**config.mk**
```make
export PLATFORM = sky130hd
export DESIGN_NAME = motor_thermal
export DESIGN_NICKNAME = d
export VERILOG_FILES = /design/src/verilog/thermal_pkg.sv /design/src/verilog/motor_thermal.sv /design/src/verilog/thermal_channel.sv
export SDC_FILE = /design/constraint.sdc
export NUM_CORES = 1
export LEC_CHECK = 0
export BUFFER_PORTS_ARGS = -buffer_cell sky130_fd_sc_hd__buf_2
export CAP_MARGIN = 20
export CELL_PAD_IN_SITES_DETAIL_PLACEMENT = 0
export CELL_PAD_IN_SITES_GLOBAL_PLACEMENT = 1
export CORE_MARGIN = 2
export CORE_UTILIZATION = 48
export CTS_CLUSTER_DIAMETER = 30
export DETAILED_ROUTE_END_ITERATION = 8
export PLACE_DENSITY = 0.79
export SLEW_MARGIN = 20
export SYNTH_ARGS = -nofsm -noshare
export SYNTH_HDL_FRONTEND = slang
export SYNTH_SLANG_ARGS = --single-unit
```
**constraint.sdc**
```tcl
create_clock -name hclk -period 10.1 [get_ports hclk]
set_input_delay 1.01 -clock hclk [delete_from_list [all_inputs] [get_ports hclk]]
set_output_delay 1.01 -clock hclk [all_outputs]
set_load 0.03 [all_outputs]
```
**src/verilog/thermal_pkg.sv**
```systemverilog
package thermal_pkg;
  // Register byte offsets
  localparam logic [7:0] OFS_FIRST_CUR = 8'h00;
  localparam logic [7:0] OFS_SECOND_CUR = 8'h04;
  localparam logic [7:0] OFS_MOTOR_TYPE = 8'h08;
  localparam logic [7:0] OFS_SECOND_MOTOR = 8'h0C;
  localparam logic [7:0] OFS_STATUS = 8'h10;
  localparam logic [7:0] OFS_ACC1 = 8'h14;
  localparam logic [7:0] OFS_ACC2 = 8'h18;
  localparam logic [7:0] OFS_IRQ_STAT = 8'h1C;
  localparam logic [7:0] OFS_IRQ_MASK = 8'h20;
  // Field positions
  localparam int SECOND_NONE_BIT = 16;
  localparam int ST_PRE_BIT = 0;
  localparam int ST_MFLT_BIT = 1;
  localparam int ST_XFLT_BIT = 2;
  localparam int ST_CH1_LSB = 4;
  localparam int ST_CH2_LSB = 6;
  localparam int ST_CT_BIT = 8;
  localparam int IRQ_PRE = 0;
  localparam int IRQ_MFLT = 1;
  localparam int IRQ_XFLT = 2;
  // Reset values; currents in 0.01 A
  localparam logic [15:0] FIRST_CUR_RST = 16'h03E8;
  localparam logic [15:0] SECOND_CUR_RST = 16'h0000;
  localparam logic SECOND_NONE_RST = 1'b1;
  localparam logic [7:0] MOTOR_TYPE_RST = 8'h00;
  localparam logic [13:0] MOTOR_NONE = 14'd9999;
  localparam logic [15:0] CUR_MAX = 16'd50000;
  // Trip level is setting shifted up; prealarm at 17/20 = 85 %
  localparam int TRIP_SHIFT = 8;
  localparam logic [39:0] PRE_NUM = 40'd17;
  localparam logic [39:0] PRE_DEN = 40'd20;
  // Integration sample period
  localparam int SAMPLE_NS = 1000000;
  localparam int CLK_NS = 25;
  localparam int SAMPLE_CYCLES = SAMPLE_NS / CLK_NS;
  typedef enum logic [1:0]
  {
    CH_OFF = 2'b00,
    CH_INTEG = 2'b01,
    CH_COOL = 2'b10
  } ch_mode_e;
endpackage : thermal_pkg
```
**src/verilog/motor_thermal.sv**
```systemverilog
`timescale 1ns/1ps
module motor_thermal
#(
  parameter int TICK_CYCLES = thermal_pkg::SAMPLE_CYCLES
)
(
  input wire logic hclk, // Clock, 40 MHz
  input wire logic hresetn, // Async reset, active low
  input wire logic hsel, // Slave select
  input wire logic [31:0] haddr, // Address
  input wire logic [1:0] htrans, // Transfer type
  input wire logic hwrite, // Write
  input wire logic [2:0] hsize, // Size
  input wire logic [31:0] hwdata, // Write data
  input wire logic hready, // Bus ready
  output logic hreadyout, // Slave ready
  output logic hresp, // Response
  output logic [31:0] hrdata, // Read data
  input wire logic [15:0] output_current, // Measured current, 0.01 A
  input wire logic low_speed, // Motor below rated speed
  input wire logic second_set_select, // Second set select
  input wire logic external_thermal_in, // External relay operated
  input wire logic reset_signal_in, // Fault reset input
  output logic thermal_prealarm_out, // Prealarm
  output logic prealarm_indication, // Prealarm display
  output logic motor_overload_fault, // Motor overload trip
  output logic external_thermal_fault, // External thermal trip
  output logic trip_out, // Drive output stop
  output logic irq // Interrupt, active high
);
  typedef struct packed
  {
    logic [15:0] first_cur;
    logic [15:0] second_cur;
    logic second_none;
    logic [7:0] motor_type;
    logic [13:0] second_motor;
    logic [2:0] irq_mask;
    logic [2:0] irq_stat;
    logic mflt;
    logic xflt;
    logic pre;
    logic pre_d;
    logic wr_pend;
    logic [7:0] wr_addr;
    logic [31:0] rdata;
    logic [31:0] tick_cnt;
    logic tick;
  } top_s;
  top_s st_r;
  top_s st_nxt;

  thermal_pkg::ch_mode_e mode1;
  thermal_pkg::ch_mode_e mode2;
  logic [31:0] acc1;
  logic [31:0] acc2;
  logic pre1;
  logic pre2;
  logic over1;
  logic over2;
  logic c1_zero;
  logic m2_none;
  logic s2_valid;
  logic ch2_ok;
  logic const_torque;
  logic slow_cool;
  logic pre_now;
  logic over_now;
  logic addr_ok;
  logic [31:0] status;

  function automatic logic motor_code_ok(input logic [7:0] c);
    case (c)
      8'd0, 8'd1, 8'd3, 8'd4, 8'd5, 8'd6, 8'd13, 8'd14, 8'd15, 8'd16,
      8'd23, 8'd24, 8'd40, 8'd43, 8'd44, 8'd50, 8'd53, 8'd54:
        motor_code_ok = 1'b1;
      default:
        motor_code_ok = 1'b0;
    endcase
  endfunction : motor_code_ok

  function automatic logic motor_code_ct(input logic [7:0] c);
    case (c)
      8'd1, 8'd13, 8'd14, 8'd15, 8'd16, 8'd50, 8'd53, 8'd54:
        motor_code_ct = 1'b1;
      default:
        motor_code_ct = 1'b0;
    endcase
  endfunction : motor_code_ct

  ////////////////////////////////////////////////////////////////////////
  // Channel mode decode

  assign c1_zero = (st_r.first_cur == 16'h0000);
  assign m2_none = (st_r.second_motor == thermal_pkg::MOTOR_NONE);
  assign s2_valid = !st_r.second_none && (st_r.second_cur != 16'h0000);
  assign ch2_ok = s2_valid || (st_r.second_none && !c1_zero
    && !m2_none);

  always_comb
  begin
    if (c1_zero)
      mode1 = thermal_pkg::CH_OFF;
    else if (!second_set_select)
      mode1 = thermal_pkg::CH_INTEG;
    else if (st_r.second_none && m2_none)
      mode1 = thermal_pkg::CH_INTEG;
    else
      mode1 = thermal_pkg::CH_COOL;
    if (!ch2_ok)
      mode2 = thermal_pkg::CH_OFF;
    else if (second_set_select)
      mode2 = thermal_pkg::CH_INTEG;
    else
      mode2 = thermal_pkg::CH_COOL;
  end

  // Second motor characteristic applies under select whenever a second motor is set
  assign const_torque = (second_set_select && !m2_none)
    ? st_r.second_motor[0] : motor_code_ct(st_r.motor_type);
  assign slow_cool = low_speed && !const_torque;

  thermal_channel u_ch1
  (
    .hclk(hclk),
    .hresetn(hresetn),
    .tick(st_r.tick),
    .mode(mode1),
    .slow_cool(slow_cool),
    .current(output_current),
    .setting(st_r.first_cur),
    .acc(acc1),
    .prealarm(pre1),
    .over(over1)
  );

  thermal_channel u_ch2
  (
    .hclk(hclk),
    .hresetn(hresetn),
    .tick(st_r.tick),
    .mode(mode2),
    .slow_cool(slow_cool),
    .current(output_current),
    .setting(st_r.second_cur),
    .acc(acc2),
    .prealarm(pre2),
    .over(over2)
  );

  assign pre_now = (mode1 == thermal_pkg::CH_INTEG && pre1)
    || (mode2 == thermal_pkg::CH_INTEG && pre2);
  assign over_now = (mode1 == thermal_pkg::CH_INTEG && over1)
    || (mode2 == thermal_pkg::CH_INTEG && over2);

  ////////////////////////////////////////////////////////////////////////
  // Bus decode and read mux

  assign addr_ok = hsel && hready && htrans[1];
  always_comb
  begin
    status = 32'h0000_0000;
    status[thermal_pkg::ST_PRE_BIT] = st_r.pre;
    status[thermal_pkg::ST_MFLT_BIT] = st_r.mflt;
    status[thermal_pkg::ST_XFLT_BIT] = st_r.xflt;
    status[thermal_pkg::ST_CH1_LSB +: 2] = mode1;
    status[thermal_pkg::ST_CH2_LSB +: 2] = mode2;
    status[thermal_pkg::ST_CT_BIT] = const_torque;
  end

  ////////////////////////////////////////////////////////////////////////
  // Next state

  always_comb
  begin
    st_nxt = st_r;
    // Sample tick
    st_nxt.tick = 1'b0;
    if (st_r.tick_cnt >= 32'(TICK_CYCLES - 1))
    begin
      st_nxt.tick_cnt = 32'h0000_0000;
      st_nxt.tick = 1'b1;
    end
    else
      st_nxt.tick_cnt = st_r.tick_cnt + 32'h0000_0001;
    // Address phase
    st_nxt.wr_pend = 1'b0;
    if (addr_ok)
    begin
      st_nxt.wr_pend = hwrite;
      st_nxt.wr_addr = haddr[7:0];
      st_nxt.rdata = 32'h0000_0000;
      if (!hwrite)
      begin
        unique case (haddr[7:0])
          thermal_pkg::OFS_FIRST_CUR:
            st_nxt.rdata = {16'h0000, st_r.first_cur};
          thermal_pkg::OFS_SECOND_CUR:
            st_nxt.rdata = {15'h0000, st_r.second_none, st_r.second_cur};
          thermal_pkg::OFS_MOTOR_TYPE:
            st_nxt.rdata = {24'h000000, st_r.motor_type};
          thermal_pkg::OFS_SECOND_MOTOR:
            st_nxt.rdata = {18'h00000, st_r.second_motor};
          thermal_pkg::OFS_STATUS:
            st_nxt.rdata = status;
          thermal_pkg::OFS_ACC1:
            st_nxt.rdata = acc1;
          thermal_pkg::OFS_ACC2:
            st_nxt.rdata = acc2;
          thermal_pkg::OFS_IRQ_STAT:
            st_nxt.rdata = {29'h0000_0000, st_r.irq_stat};
          thermal_pkg::OFS_IRQ_MASK:
            st_nxt.rdata = {29'h0000_0000, st_r.irq_mask};
          default:
            st_nxt.rdata = 32'h0000_0000;
        endcase
      end
    end
    // Data phase write
    if (st_r.wr_pend)
    begin
      unique case (st_r.wr_addr)
        thermal_pkg::OFS_FIRST_CUR:
          if (hwdata[15:0] <= thermal_pkg::CUR_MAX)
            st_nxt.first_cur = hwdata[15:0];
        thermal_pkg::OFS_SECOND_CUR:
          if (hwdata[thermal_pkg::SECOND_NONE_BIT]
              || hwdata[15:0] <= thermal_pkg::CUR_MAX)
          begin
            st_nxt.second_cur = hwdata[15:0];
            st_nxt.second_none = hwdata[thermal_pkg::SECOND_NONE_BIT];
          end
        thermal_pkg::OFS_MOTOR_TYPE:
          if (hwdata[31:8] == 24'h000000 && motor_code_ok(hwdata[7:0]))
            st_nxt.motor_type = hwdata[7:0];
        thermal_pkg::OFS_SECOND_MOTOR:
          if (hwdata[31:14] == 18'h00000 && (hwdata[13:1] == 13'h0000
              || hwdata[13:0] == thermal_pkg::MOTOR_NONE))
            st_nxt.second_motor = hwdata[13:0];
        thermal_pkg::OFS_IRQ_STAT:
          st_nxt.irq_stat = st_r.irq_stat & ~hwdata[2:0];
        thermal_pkg::OFS_IRQ_MASK:
          st_nxt.irq_mask = hwdata[2:0];
        default:
          st_nxt.irq_mask = st_r.irq_mask;
      endcase
    end
    // Prealarm follows the active channel, never trips
    st_nxt.pre = pre_now;
    st_nxt.pre_d = st_r.pre;
    // Fault latches; reset input clears, a new event wins
    if (reset_signal_in)
    begin
      st_nxt.mflt = 1'b0;
      st_nxt.xflt = 1'b0;
    end
    if (over_now)
      st_nxt.mflt = 1'b1;
    if (external_thermal_in)
      st_nxt.xflt = 1'b1;
    // Sticky events, set wins over clear
    if (st_r.pre && !st_r.pre_d)
      st_nxt.irq_stat[thermal_pkg::IRQ_PRE] = 1'b1;
    if (over_now && !st_r.mflt)
      st_nxt.irq_stat[thermal_pkg::IRQ_MFLT] = 1'b1;
    if (external_thermal_in && !st_r.xflt)
      st_nxt.irq_stat[thermal_pkg::IRQ_XFLT] = 1'b1;
  end

  always_ff @(posedge hclk or negedge hresetn)
  begin
    if (!hresetn)
    begin
      st_r <= '0;
      st_r.first_cur <= thermal_pkg::FIRST_CUR_RST;
      st_r.second_cur <= thermal_pkg::SECOND_CUR_RST;
      st_r.second_none <= thermal_pkg::SECOND_NONE_RST;
      st_r.motor_type <= thermal_pkg::MOTOR_TYPE_RST;
      st_r.second_motor <= thermal_pkg::MOTOR_NONE;
    end
    else
      st_r <= st_nxt;
  end

  ////////////////////////////////////////////////////////////////////////
  // Outputs

  assign hreadyout = 1'b1;
  assign hresp = 1'b0;
  assign hrdata = st_r.rdata;
  assign thermal_prealarm_out = st_r.pre;
  assign prealarm_indication = st_r.pre;
  assign motor_overload_fault = st_r.mflt;
  assign external_thermal_fault = st_r.xflt;
  assign trip_out = st_r.mflt || st_r.xflt;
  assign irq = |(st_r.irq_stat & st_r.irq_mask);

  ////////////////////////////////////////////////////////////////////////
  // Checks

  property p_pre_follow;
    @(posedge hclk) disable iff (!hresetn)
    pre_now |=> thermal_prealarm_out;
  endproperty
  a_pre_follow: assert property (p_pre_follow)
    else $error("prealarm not raised at 85 percent");

  property p_pre_drop;
    @(posedge hclk) disable iff (!hresetn)
    !pre_now |=> !thermal_prealarm_out;
  endproperty
  a_pre_drop: assert property (p_pre_drop)
    else $error("prealarm held below threshold");

  property p_no_pre_trip;
    @(posedge hclk) disable iff (!hresetn)
    (!trip_out && !over_now && !external_thermal_in) |=> !trip_out;
  endproperty
  a_no_pre_trip: assert property (p_no_pre_trip)
    else $error("trip without a trip cause");

  property p_over_trip;
    @(posedge hclk) disable iff (!hresetn)
    over_now |=> motor_overload_fault && trip_out;
  endproperty
  a_over_trip: assert property (p_over_trip)
    else $error("overload did not trip");

  property p_ext_trip;
    @(posedge hclk) disable iff (!hresetn)
    external_thermal_in |=> external_thermal_fault && trip_out;
  endproperty
  a_ext_trip: assert property (p_ext_trip)
    else $error("external relay did not trip");

  property p_fault_hold;
    @(posedge hclk) disable iff (!hresetn)
    (motor_overload_fault && !reset_signal_in) |=> motor_overload_fault;
  endproperty
  a_fault_hold: assert property (p_fault_hold)
    else $error("fault cleared without reset");

  property p_ch2_select;
    @(posedge hclk) disable iff (!hresetn)
    (second_set_select && s2_valid) |-> mode2 == thermal_pkg::CH_INTEG;
  endproperty
  a_ch2_select: assert property (p_ch2_select)
    else $error("second channel not live under select");

  property p_ch1_zero;
    @(posedge hclk) disable iff (!hresetn)
    c1_zero |-> mode1 == thermal_pkg::CH_OFF;
  endproperty
  a_ch1_zero: assert property (p_ch1_zero)
    else $error("first channel live with zero setting");

  property p_motor_legal;
    @(posedge hclk) disable iff (!hresetn)
    1'b1 |-> motor_code_ok(st_r.motor_type);
  endproperty
  a_motor_legal: assert property (p_motor_legal)
    else $error("illegal motor type stored");
endmodule : motor_thermal

```
**src/verilog/thermal_channel.sv**
```systemverilog
`timescale 1ns/1ps
module thermal_channel
(
  input wire logic hclk, // Clock
  input wire logic hresetn, // Async reset, active low
  input wire logic tick, // Sample strobe
  input wire thermal_pkg::ch_mode_e mode, // Off, integrate or cool
  input wire logic slow_cool, // Reduced cooling
  input wire logic [15:0] current, // Output current
  input wire logic [15:0] setting, // Thermal current setting
  output logic [31:0] acc, // Cumulative value
  output logic prealarm, // At or above 85 %
  output logic over // At or above 100 %
);
  typedef struct packed
  {
    logic [31:0] acc;
  } ch_s;
  ch_s st_r;
  ch_s st_nxt;
  logic [31:0] limit;
  logic [15:0] eff_cur;
  logic [15:0] cool;
  logic [31:0] sum;

  assign limit = {8'h00, setting, 8'h00};
  assign acc = st_r.acc;
  assign prealarm = ({8'h00, st_r.acc} * thermal_pkg::PRE_DEN)
    >= ({8'h00, limit} * thermal_pkg::PRE_NUM);
  assign over = (st_r.acc >= limit) && (setting != 16'h0000);

  always_comb
  begin
    st_nxt = st_r;
    eff_cur = (mode == thermal_pkg::CH_COOL) ? 16'h0000 : current;
    cool = 16'h0000;
    sum = st_r.acc;
    if (eff_cur >= setting)
      sum = st_r.acc + {16'h0000, eff_cur - setting};
    else
    begin
      cool = slow_cool ? ((setting - eff_cur) >> 1) : (setting - eff_cur);
      sum = (st_r.acc > {16'h0000, cool}) ? st_r.acc - {16'h0000, cool}
        : 32'h0000_0000;
    end
    if (sum > limit)
      sum = limit;
    if (mode == thermal_pkg::CH_OFF)
      st_nxt.acc = 32'h0000_0000;
    else if (tick)
      st_nxt.acc = sum;
  end

  always_ff @(posedge hclk or negedge hresetn)
  begin
    if (!hresetn)
      st_r <= '0;
    else
      st_r <= st_nxt;
  end

  property p_off_clear;
    @(posedge hclk) disable iff (!hresetn)
    (mode == thermal_pkg::CH_OFF) |=> (acc == 32'h0000_0000);
  endproperty
  a_off_clear: assert property (p_off_clear)
    else $error("inactive channel accumulated");

  property p_hold;
    @(posedge hclk) disable iff (!hresetn)
    (!tick && mode != thermal_pkg::CH_OFF) |=> $stable(acc);
  endproperty
  a_hold: assert property (p_hold)
    else $error("accumulator moved without tick");

  property p_cool_down;
    @(posedge hclk) disable iff (!hresetn)
    (tick && mode == thermal_pkg::CH_COOL && acc != 32'h0000_0000
      && setting != 16'h0000) |=> (acc < $past(acc));
  endproperty
  a_cool_down: assert property (p_cool_down)
    else $error("cooling did not lower the value");
endmodule : thermal_channel

```
== Word level (Yosys, flattened, before mapping) ==
Memories as Yosys holds them, arrays and structs flattened.
Cells that the tools add are included.
Widths: inputs -> output; s select.
Word-level totals
  register bits after elaboration: 203
  bits in read-only memories: 64
  bits of input ports: 94
  output and inout bits: 40
  memories kept: 1
Memory list
  (name not given): words 64, bits a word 1, rd ports 1, clocked after Yosys merged registers in 0, write ports 0, RTL line motor_thermal.sv:73  | case (c)
Operators by class
  $add $sub $neg: 9
  multiply operators: 4
  order comparisons: 12
  equality and inequality tests: 27
  muxes and demuxes: 37
  bitwise operators: 3
  reduce and logical (&&, ||, !) cells: 63
Operators with widths (number)
  $mux 32: 12
  $pmux 32 s9: 1
  $ge 37x37->1: 2
  $mul 32x3->35 const B: 2
  $add 32x16->32: 2
  $ge 32x24->1: 2
  $gt 32x16->1: 2
  $gt 32x24->1: 2
  $mux 16: 4
  $sub 16x16->16: 4
  $sub 32x16->32: 2
  $eq 8x4->1 const B: 7
  $eq 8x5->1 const B: 6
  $mul 16x5->21 const B: 2
  $mux 41: 1
  $eq 8x6->1 const B: 5
  $add 32x1->32 const B: 1
  $ge 16x16->1: 2
  $ge 32x16->1 const B: 1
  $reduce_bool 16->1: 2
  $eq 14x14->1 const B: 2
  $logic_not 24->1: 1
  $reduce_bool 2->1: 10
  $logic_and 1x1->1: 19
  other kinds (21): 61

== Depth between registers and ports, before layout ==
Gate-level depths: netlist (run 1).
  word-level depth: 17
  mapped depth: 47

== By module ==
From an unflattened synthesis (run 1), not the netlist that was laid out.
Unflattened totals
  cells, all modules: 3251
  area, all modules: 26568.0 sq um
Modules (own cells, without submodules)
  thermal_channel (u_ch2): instances 1, cells each 1308, area each 9744.3 sq um, sequential area each 800.8 sq um
  thermal_channel (u_ch1): instances 1, cells each 1286, area each 9700.6 sq um, sequential area each 800.8 sq um
  motor_thermal: instances 1, cells each 657, area each 7123.1 sq um, sequential area each 3497.1 sq um

== Worst setup path after synthesis (run 1) ==
No wires, ideal clock.
  path type: reg2reg
  start: register st_r[123] (netlist bit)
  end: register u_ch2.st_r, in the netlist u_ch2.acc[11]
  library setup time: 87 ps
  data arrival time: 8714 ps
  slack: 1299 ps
  cell stages (with the launch flop): 46
  path buffers: 5
  period minus slack after synthesis: 8801 ps
  path through: dfrtp_1 nor4_1 and4_1 clkbuf_1 o21ai_0 o21a_1 nand2b_1 clkbuf_1 clkbuf_1 nand2_1 inv_1 ha_1 nor2b_1 o21ai_0 a21boi_0 o21ai_0 a21o_1 a21oi_1 [... 10 more ...] a21oi_2 clkbuf_1 nand2_1 nor2_1 o31a_1 ha_1 and3_1 nand3_1 or4_1 nor4_1 o2111ai_1 o31ai_1 a2bb2oi_1 a2111o_1 nor2_4 buf_4 nand4_1 o211ai_1
On the way
  longest elaborated chain between the ends: 17
  elaborated cells between the ends (all ways): 23
RTL lines
  start, declared: RTL line motor_thermal.sv:50  | top_s st_r;
  start signal, assigned: RTL line motor_thermal.sv:282  | st_r <= st_nxt;
  $logic_not 16->1 *: RTL line motor_thermal.sv:94  | assign c1_zero = (st_r.first_cur == 16'h0000);
  $logic_not 1->1 *: RTL line motor_thermal.sv:97  | assign ch2_ok = s2_valid || (st_r.second_none && !c1_zero
  $logic_and 1x1->1 *: RTL line motor_thermal.sv:97
  $logic_and 1x1->1 *: RTL line motor_thermal.sv:98  | && !m2_none);
  $logic_or 1x1->1 *: RTL line motor_thermal.sv:97
  $mux 2 *: RTL line motor_thermal.sv:110  | if (!ch2_ok)
  $eq 2x2->1: RTL line thermal_channel.sv:35  | eff_cur = (mode == thermal_pkg::CH_COOL) ? 16'h0000 : current;
  $mux 16: RTL line thermal_channel.sv:35
  $sub 16x16->16: RTL line thermal_channel.sv:42  | cool = slow_cool ? ((setting - eff_cur) >> 1) : (setting - eff_cur);
  $mux 16: RTL line thermal_channel.sv:42
  $sub 32x16->32 / $gt 32x16->1 (equally long branches): RTL line thermal_channel.sv:43  | sum = (st_r.acc > {16'h0000, cool}) ? st_r.acc - {16'h0000, cool}
  $mux 32: RTL line thermal_channel.sv:43
  $mux 32: RTL line thermal_channel.sv:38  | if (eff_cur >= setting)
  $gt 32x24->1: RTL line thermal_channel.sv:46  | if (sum > limit)
  $mux 32: RTL line thermal_channel.sv:46
  $mux 32: RTL line thermal_channel.sv:50  | else if (tick)
  $mux 32: RTL line thermal_channel.sv:48  | if (mode == thermal_pkg::CH_OFF)
  end signal, assigned: RTL line thermal_channel.sv:59  | st_r <= st_nxt;
  end, declared: RTL line thermal_channel.sv:19  | ch_s st_r;
Every way passes the cells marked *; elsewhere a longest branch is shown, timed or not. The select of a mux whose other input is x is not followed.
A chain may end at the register's enable or synchronous reset.

== Worst setup path after layout (run 1) ==
  start: register st_r[94] (netlist bit)
  end: register u_ch2.st_r, in the netlist u_ch2.acc[22]
On the way
  longest elaborated chain between the ends: 16
  elaborated cells between the ends (all ways): 26
RTL lines
  $eq 14x14->1 *: RTL line motor_thermal.sv:95  | assign m2_none = (st_r.second_motor == thermal_pkg::MOTOR_NONE);
  $logic_not 1->1 *: RTL line motor_thermal.sv:98, motor_thermal.sv:119
  $logic_and 1x1->1: RTL line motor_thermal.sv:98
  $logic_or 1x1->1: RTL line motor_thermal.sv:97
  $mux 2: RTL line motor_thermal.sv:110
  $eq 2x2->1: RTL line thermal_channel.sv:35
  $mux 16: RTL line thermal_channel.sv:35
  $sub 16x16->16: RTL line thermal_channel.sv:42
  $mux 16: RTL line thermal_channel.sv:42
  $sub 32x16->32 / $gt 32x16->1 (equally long branches): RTL line thermal_channel.sv:43
  $mux 32: RTL line thermal_channel.sv:43
  $mux 32: RTL line thermal_channel.sv:38
  $gt 32x24->1: RTL line thermal_channel.sv:46
  $mux 32: RTL line thermal_channel.sv:46
  $mux 32: RTL line thermal_channel.sv:50
  $mux 32: RTL line thermal_channel.sv:48
Marked as above.

==> run_results.csv, run 1 <==
group,metric,value,unit
run_status,status,"finished clean",
timing,fin_crit,9.52,ns
floorplan,num_rows,84,
floorplan,io_pins,134,
power_and_ir_drop,irDropWorstVdd,0.000290,V
power_and_ir_drop,power.internal,4.82,mW
min_path,hold_class,"flop to flop",
power_and_ir_drop,p_per_area,312,mW/mm²
cells_and_area,fin_util,56.3,%
critical_path,end_kind,"flop",
detailed_routing,drt_wl_total,95200,µm
logic_synthesis,yosysSeqAreaShare,19.8,%
cts,cts_buffers,54,
logic_synthesis,syn_inst,3217,
cts,htree_num_levels,2,
logic_synthesis,syn_area_per_cell,7.99,µm²
critical_path,worstPathArrival,9.91,ns
power_and_ir_drop,p_clk_share,20.3,%
power_and_ir_drop,switching_share,48.0,%
power_and_ir_drop,switchingPower,4.45,mW
cts,cts_tree,"built",
critical_path,critPathBufInv,6,
logic_synthesis,ys_async_sr_fraction,100,%
timing,rsz0062_at_grt,"false",
run,drv_cap,0,
cells_and_area,finish.instance_area,0.0297,mm²
global_routing,antenna_found_initial,1,
timing,slew_headroom,25.4,%
logic_synthesis,synth_top_family_by_area,"compound AO/OA/AOI/OAI gates",
floorplan,dieArea,0.0554,mm²
detailed_routing,detail-route-antenna-nets,0,
logic_synthesis,synth-main-ff-cell,"dfrtp_1",
global_routing,overflow,0,
floorplan,core,0.0528,mm²
critical_path,r2r-start,"st_r[94]$_DFFE_PN1P_",
timing,fin_crit_sh,94.2,%
cts,cts_root_buffer,"clkbuf_16",
global_routing,grt_start_max_net_pins,107,
global_routing,grt_pass1_wl,146000,µm
cells_and_area,syn2layout_area_growth,15.6,%
floorplan,start_util,48.7,%
cts,clock_latency,0.64,ns
critical_path,cpPeakStageDelay,0.58,ns
cells_and_area,drive_above_1_share,13.6,%
logic_synthesis,syn_area,0.0257,mm²
detailed_routing,vias_per_cell,6.19,
detailed_routing,drt-wirelength-per-cell,23.1,µm
critical_path,cp_top_family,"compound AO/OA/AOI/OAI gates",
critical_path,required,10.50,ns
timing,hold_viol,0,
detailed_routing,dr.pass1.iters,8,
logic_synthesis,synth-simple-area-share,19.6,%
timing,setup_viol,0,
placement,place_hpwl,76200,µm
critical_path,cp_slowest_cell,"or4_4",
timing,drv_slew,0,
logic_synthesis,synthMuxAreaShare,3.22,%
floorplan,fp.dieH,235,µm
power_and_ir_drop,power.share.combinational,65.6,%
logic_synthesis,synth_edf_count,0,
floorplan,die_w,235,µm
placement,gp_congestion,0.988,
cts,cts.hold.buffers_added,0,
global_routing,track_usage,33.6,%
cts,cts_sinks,203,
detailed_routing,drc,0,
detailed_routing,dr.first_iter.drc_count,2036,
timing,fin_worst_skew,0.0908,ns
logic_synthesis,synth-compound-area-share,24.8,%
cts,max-clock-path-buffers,3,
power_and_ir_drop,seq_power_share,14.1,%
critical_path,worst-path-max-fanout,11,
critical_path,r2r_end,"u_ch2.acc[22]$_DFFE_PN0P_",
timing,worstMarginPinSlew,1.11,ns
critical_path,crit_type,"flop to flop",
critical_path,r2r_slack,0.58,ns
logic_synthesis,ys_ff_latch,203,
logic_synthesis,synth-xor-area-share,6.24,%
cells_and_area,nets,3893,
power_and_ir_drop,power.leakage,14.4,nW
placement,dpl_cell_area,0.0276,mm²
logic_synthesis,synthAdderAreaFrac,20.7,%
timing,clock.fmax,105,MHz
detailed_routing,num_vias,25500,
critical_path,reg2reg_depth,42,
min_path,hold_path_end,"st_r[78]$_DFFE_PN0P_",
cts,path_clk_slew,0.04,ns
min_path,hold_start,"st_r[74]$_DFF_PN0_",
logic_synthesis,synth_cell_types,92,
timing,final.setup.tns,0,ns
placement,numPortBuffers,103,
global_routing,grt_pass1_vias,24900,
critical_path,start_kind,"flop",
logic_synthesis,yosys_warnings,0,
min_path,worstHoldPathCells,1,
[logic make-up (layout without fill, tap and decap cells)]
| kind of cell | Yosys count | after routing |
|---|---|---|
| adder cells (fa/ha/maj) | 417 | 417 |
| multiplexers | 78 | 78 |
| other | 2 | 19 |
| flip-flops | 203 | 203 |
| AO/OA/AOI/OAI | 998 | 998 |
| XOR/XNOR | 183 | 183 |
| AND/OR/NAND/NOR | 998 | 998 |
| buffers and inverters | 338 | 533 |
[worst max path at each step]
stage | from | endpoint | slack, ns | cells past startpoint
3_3_place_gp | st_r[94]$_DFFE_PN1P_ | u_ch2.acc[22]$_DFFE_PN0P_ | 0.65 | 44
4_1_cts | st_r[94]$_DFFE_PN1P_ | u_ch2.acc[22]$_DFFE_PN0P_ | 0.32 | 43
6_report | st_r[94]$_DFFE_PN1P_ | u_ch2.acc[22]$_DFFE_PN0P_ | 0.58 | 42
5_1_grt | st_r[94]$_DFFE_PN1P_ | u_ch2.acc[10]$_DFFE_PN0P_ | 0.03 | 46
2_1_floorplan | st_r[123]$_DFFE_PN0P_ | u_ch2.acc[11]$_DFFE_PN0P_ | 1.30 | 45
3_5_place_dp | st_r[94]$_DFFE_PN1P_ | u_ch2.acc[3]$_DFFE_PN0P_ | 0.47 | 43
[cell usage after synthesis (16+ instances only)]
master | instances | area [µm²]
o211ai_1 | 30 | 225
dfrtp_1 | 188 | 4700
a221oi_1 | 18 | 158
clkbuf_1 | 107 | 402
inv_1 | 175 | 657
a31oi_1 | 25 | 156
xnor2_1 | 108 | 946
nand3b_1 | 19 | 143
nor3_1 | 70 | 350
o22ai_1 | 20 | 125
nand2b_1 | 46 | 288
and3_1 | 41 | 257
and2_1 | 40 | 250
a21boi_0 | 18 | 135
a211oi_1 | 32 | 240
a21oi_1 | 269 | 1350
nor2_1 | 211 | 792
ha_1 | 405 | 5070
a222oi_1 | 16 | 160
nand4_1 | 50 | 313
o21bai_1 | 24 | 180
a22oi_1 | 36 | 270
mux2_2 | 37 | 417
nand2_1 | 271 | 1020
nor2b_1 | 45 | 282
a21o_1 | 90 | 676
xor2_1 | 75 | 657
mux2i_1 | 41 | 410
o21a_1 | 39 | 293
o21ai_0 | 245 | 1230
nor4_1 | 33 | 206
o31ai_1 | 20 | 150
buf_4 | 36 | 270
nand3_1 | 82 | 410
[layout by cell type, fill, tap and decap left out, drive strengths merged, types with 67 or more instances in the layout]
| master | Yosys | routed |
|---|---|---|
| ha | 405 | 405 |
| nand2 | 271 | 271 |
| a21oi | 270 | 270 |
| buf | 56 | 255 |
| o21ai | 251 | 251 |
| nor2 | 212 | 212 |
| dfrtp | 188 | 188 |
| inv | 175 | 181 |
| xnor2 | 108 | 108 |
| a21o | 90 | 90 |
| nand3 | 82 | 82 |
| xor2 | 75 | 75 |
| nor3 | 73 | 73 |
| clkbuf | 107 | 67 |
[metrics by stage]
step / setup slack (ns) / std cells / hold WS (ns) / total power, mW
after floorplan: 1.30 / 3233 / 0.400 / 5.35
after global placement: 0.650 / 4013 / 0.414 / 7.14
after detailed placement: 0.472 / 4013 / 0.444 / 7.23
after CTS: 0.321 / 4115 / 0.455 / 9.17
after global routing: 0.0309 / 4116 / 0.479 / 9.99
final: 0.581 / 4117 / 0.447 / 9.27
[flip-flops by register name (all words and copies together) (netlist names)]
signal	flops
st_r	104
hrdata	32
u_ch1.acc	32
u_ch2.acc	32
external_thermal_fault	1
motor_overload_fault	1
prealarm_indication	1
[area by class of cell]
type                            instances  area [µm²]
Fill cell                            4931       23100
Multi-Input combinational cell       2692       19400
Sequential cell                       203        5100
Timing Repair Buffer                  256        1700
Clock buffer                           66        1480
Tap cell                              688         861
Inverter                              175         657
Clock inverter                         36         551
Antenna cell                            1        2.50
[per-layer routing]
metal  wire (µm)  global-route usage, %
met5           0                      0
met4        3990                   13.5
met3        5190                   4.50
met2       45600                   57.8
met1       40500                   42.5
[timing repair]
item / 4_1_cts / 5_1_grt
resized for setup: 0 / 25
setup endpoints to repair: 0 / 48
buffers inserted: 0 / 1
[power groups by stage]
stage	sequential, mW	combinational (mW)	clock (mW)
2_1_floorplan	1.10	4.25	0
3_3_place_gp	1.31	5.83	0
3_5_place_dp	1.31	5.93	0
4_1_cts	1.30	5.98	1.90
5_1_grt	1.31	6.73	1.95
6_report	1.31	6.08	1.89
(Power assumes the default switching activity.)
==> inputs of run 2 (changes only) <==
Settings changed: CORE_UTILIZATION 48 to 25, PLACE_DENSITY 0.79 to 0.45.
==> run_results.csv, run 2 (synthesis results as in run 1) <==
group,metric,value,unit
critical_path,start_kind,"flop",
cts,cts_sinks,203,
timing,hold_viol,0,
timing,slew_headroom,28.6,%
cts,cts_root_buffer,"clkbuf_16",
floorplan,die_w,325,µm
detailed_routing,vias_per_cell,5.28,
timing,clock.fmax,105,MHz
timing,fin_crit_sh,94.4,%
detailed_routing,drt-wirelength-per-cell,23.7,µm
cells_and_area,layout_commonest_cell,"ha_1",
detailed_routing,drc,0,
floorplan,fp.dieH,325,µm
critical_path,worst-path-max-fanout,8,
cells_and_area,syn2layout_area_growth,21.2,%
timing,setup_ws,0.563,ns
cells_and_area,diodes,0,
floorplan,num_rows,117,
critical_path,crit_type,"flop to flop",
cts,htree_num_levels,3,
cells_and_area,n_fill_cell,10900,
placement,dp.cells,4696,
placement,numPortBuffers,103,
power_and_ir_drop,power.leakage,14.7,nW
placement,gp_congestion,0.901,
cells_and_area,final_cell_count_no_fill,4829,
timing,fin_crit,9.54,ns
timing,drv_slew,0,
floorplan,start_util,25.2,%
detailed_routing,dr.pass1.iters,5,
floorplan,core,0.102,mm²
cells_and_area,seqCellArea,0.00510,mm²
power_and_ir_drop,irDropWorstVdd,0.000212,V
detailed_routing,drt_wl_total,115000,µm
global_routing,overflow,0,
cts,cts_buffers,71,
critical_path,r2r_slack,0.56,ns
placement,dp_slack,0.00976,ns
critical_path,required,10.55,ns
cts,clock_latency,0.63,ns
floorplan,dieArea,0.105,mm²
detailed_routing,num_vias,25500,
global_routing,track_usage,21.3,%
global_routing,grt_start_max_net_pins,87,
critical_path,r2r_end,"u_ch2.acc[8]$_DFFE_PN0P_",
cells_and_area,largest_register_ff_count,104,
floorplan,io_pins,134,
cts,max-clock-path-buffers,3,
critical_path,reg2reg_depth,47,
critical_path,cp_slowest_cell,"or4_4",
cts,path_clk_slew,0.04,ns
timing,fin_worst_skew,0.0285,ns
placement,place_hpwl,92600,µm
timing,whs,0.353,ns
global_routing,grt_pass1_vias,25700,
critical_path,cpPeakStageDelay,0.59,ns
min_path,hold_class,"primary input to asynchronous set/reset pin",
cells_and_area,max_flop_register,"st_r",
run_status,status,"finished clean",
detailed_routing,detail-route-antenna-nets,0,
cells_and_area,fin_util,30.6,%
critical_path,end_kind,"flop",
timing,worstMarginPinSlew,1.07,ns
critical_path,r2r-start,"st_r[94]$_DFFE_PN1P_",
global_routing,antenna_found_initial,6,
cells_and_area,drive_above_1_share,14.5,%
power_and_ir_drop,p_per_area,321,mW/mm²
timing,setup_viol,0,
cells_and_area,nets,3915,
cts,cts_tree,"built",
detailed_routing,dr.first_iter.drc_count,1882,
cells_and_area,multi_input_area,0.0194,mm²
cells_and_area,layout_common_cells,"ha_1 (405), nand2_1 (267), a21oi_1 (264), o21ai_0 (237), nor2_1 (209)",
run,drv_cap,0,
critical_path,worstPathArrival,9.99,ns
cts,cts.hold.buffers_added,0,
global_routing,grt_pass1_wl,169000,µm
[run 2: worst max-delay path, delay by kind of cell (launching register included)]
family                   cells  cell delay (ns)
AO/OA/AOI/OAI               18             3.00
flip-flops                   1             0.53
adder cells (fa/ha/maj)      4             1.24
multiplexers                 1             0.16
XOR/XNOR                     1             0.28
buffers and inverters        6             0.91
AND/OR/NAND/NOR             17             3.27
[run 2: worst max-delay path by stage]
stage / startpoint / end / slack, ns
floorplan: st_r[123]$_DFFE_PN0P_ / u_ch2.acc[11]$_DFFE_PN0P_ / 1.30
global placement: st_r[94]$_DFFE_PN1P_ / u_ch2.acc[8]$_DFFE_PN0P_ / 0.02
CTS: st_r[94]$_DFFE_PN1P_ / u_ch2.acc[8]$_DFFE_PN0P_ / 0.08
global route: st_r[94]$_DFFE_PN1P_ / u_ch2.acc[8]$_DFFE_PN0P_ / -0.02
finish: st_r[94]$_DFFE_PN1P_ / u_ch2.acc[8]$_DFFE_PN0P_ / 0.56
detailed placement: st_r[94]$_DFFE_PN1P_ / u_ch2.acc[8]$_DFFE_PN0P_ / 0.01
[run 2: timing repair]
action,CTS,global route
buffers inserted,0,3
setup endpoints to repair,4,48
pin swaps,0,4
resized for setup,2,46
[run 2: power breakdown]
group          switching (mW)  internal (mW)  leakage, nW
sequential              0.344          0.935         2.55
clock                   0.655           1.62         1.21
combinational            3.82           2.63         10.9
total                    4.82           5.18         14.7
[run 2: cell type report]
class / count / share of cell area, %
Multi-Input combinational cell: 2692 / 62.4
Sequential cell: 203 / 16.4
Clock buffer: 106 / 6.68
Timing Repair Buffer: 261 / 5.62
Tap cell: 1368 / 5.50
Inverter: 175 / 2.11
Clock inverter: 24 / 1.33
[run 2: stage by stage]
stage | TNS [ns] | total power [mW] | area, µm²
after global placement | 0 | 7.66 | 28500
after detailed placement | 0 | 7.71 | 28500
final | 0 | 10.0 | 31100
after global routing | -0.0188 | 10.9 | 31100
after CTS | 0 | 10.1 | 31000
after floorplan | 0 | 5.35 | 25700
[run 2: metal layers]
layer  GRT usage, %  part of all wire [%]  vias to the layer above
met4           7.66                   3.3                        2
met2           35.8                    47                      574
met3           2.78                   4.1                      154
met5              0                0.0070                        -
met1           28.0                    45                    12500
li1               -                     -                    12200
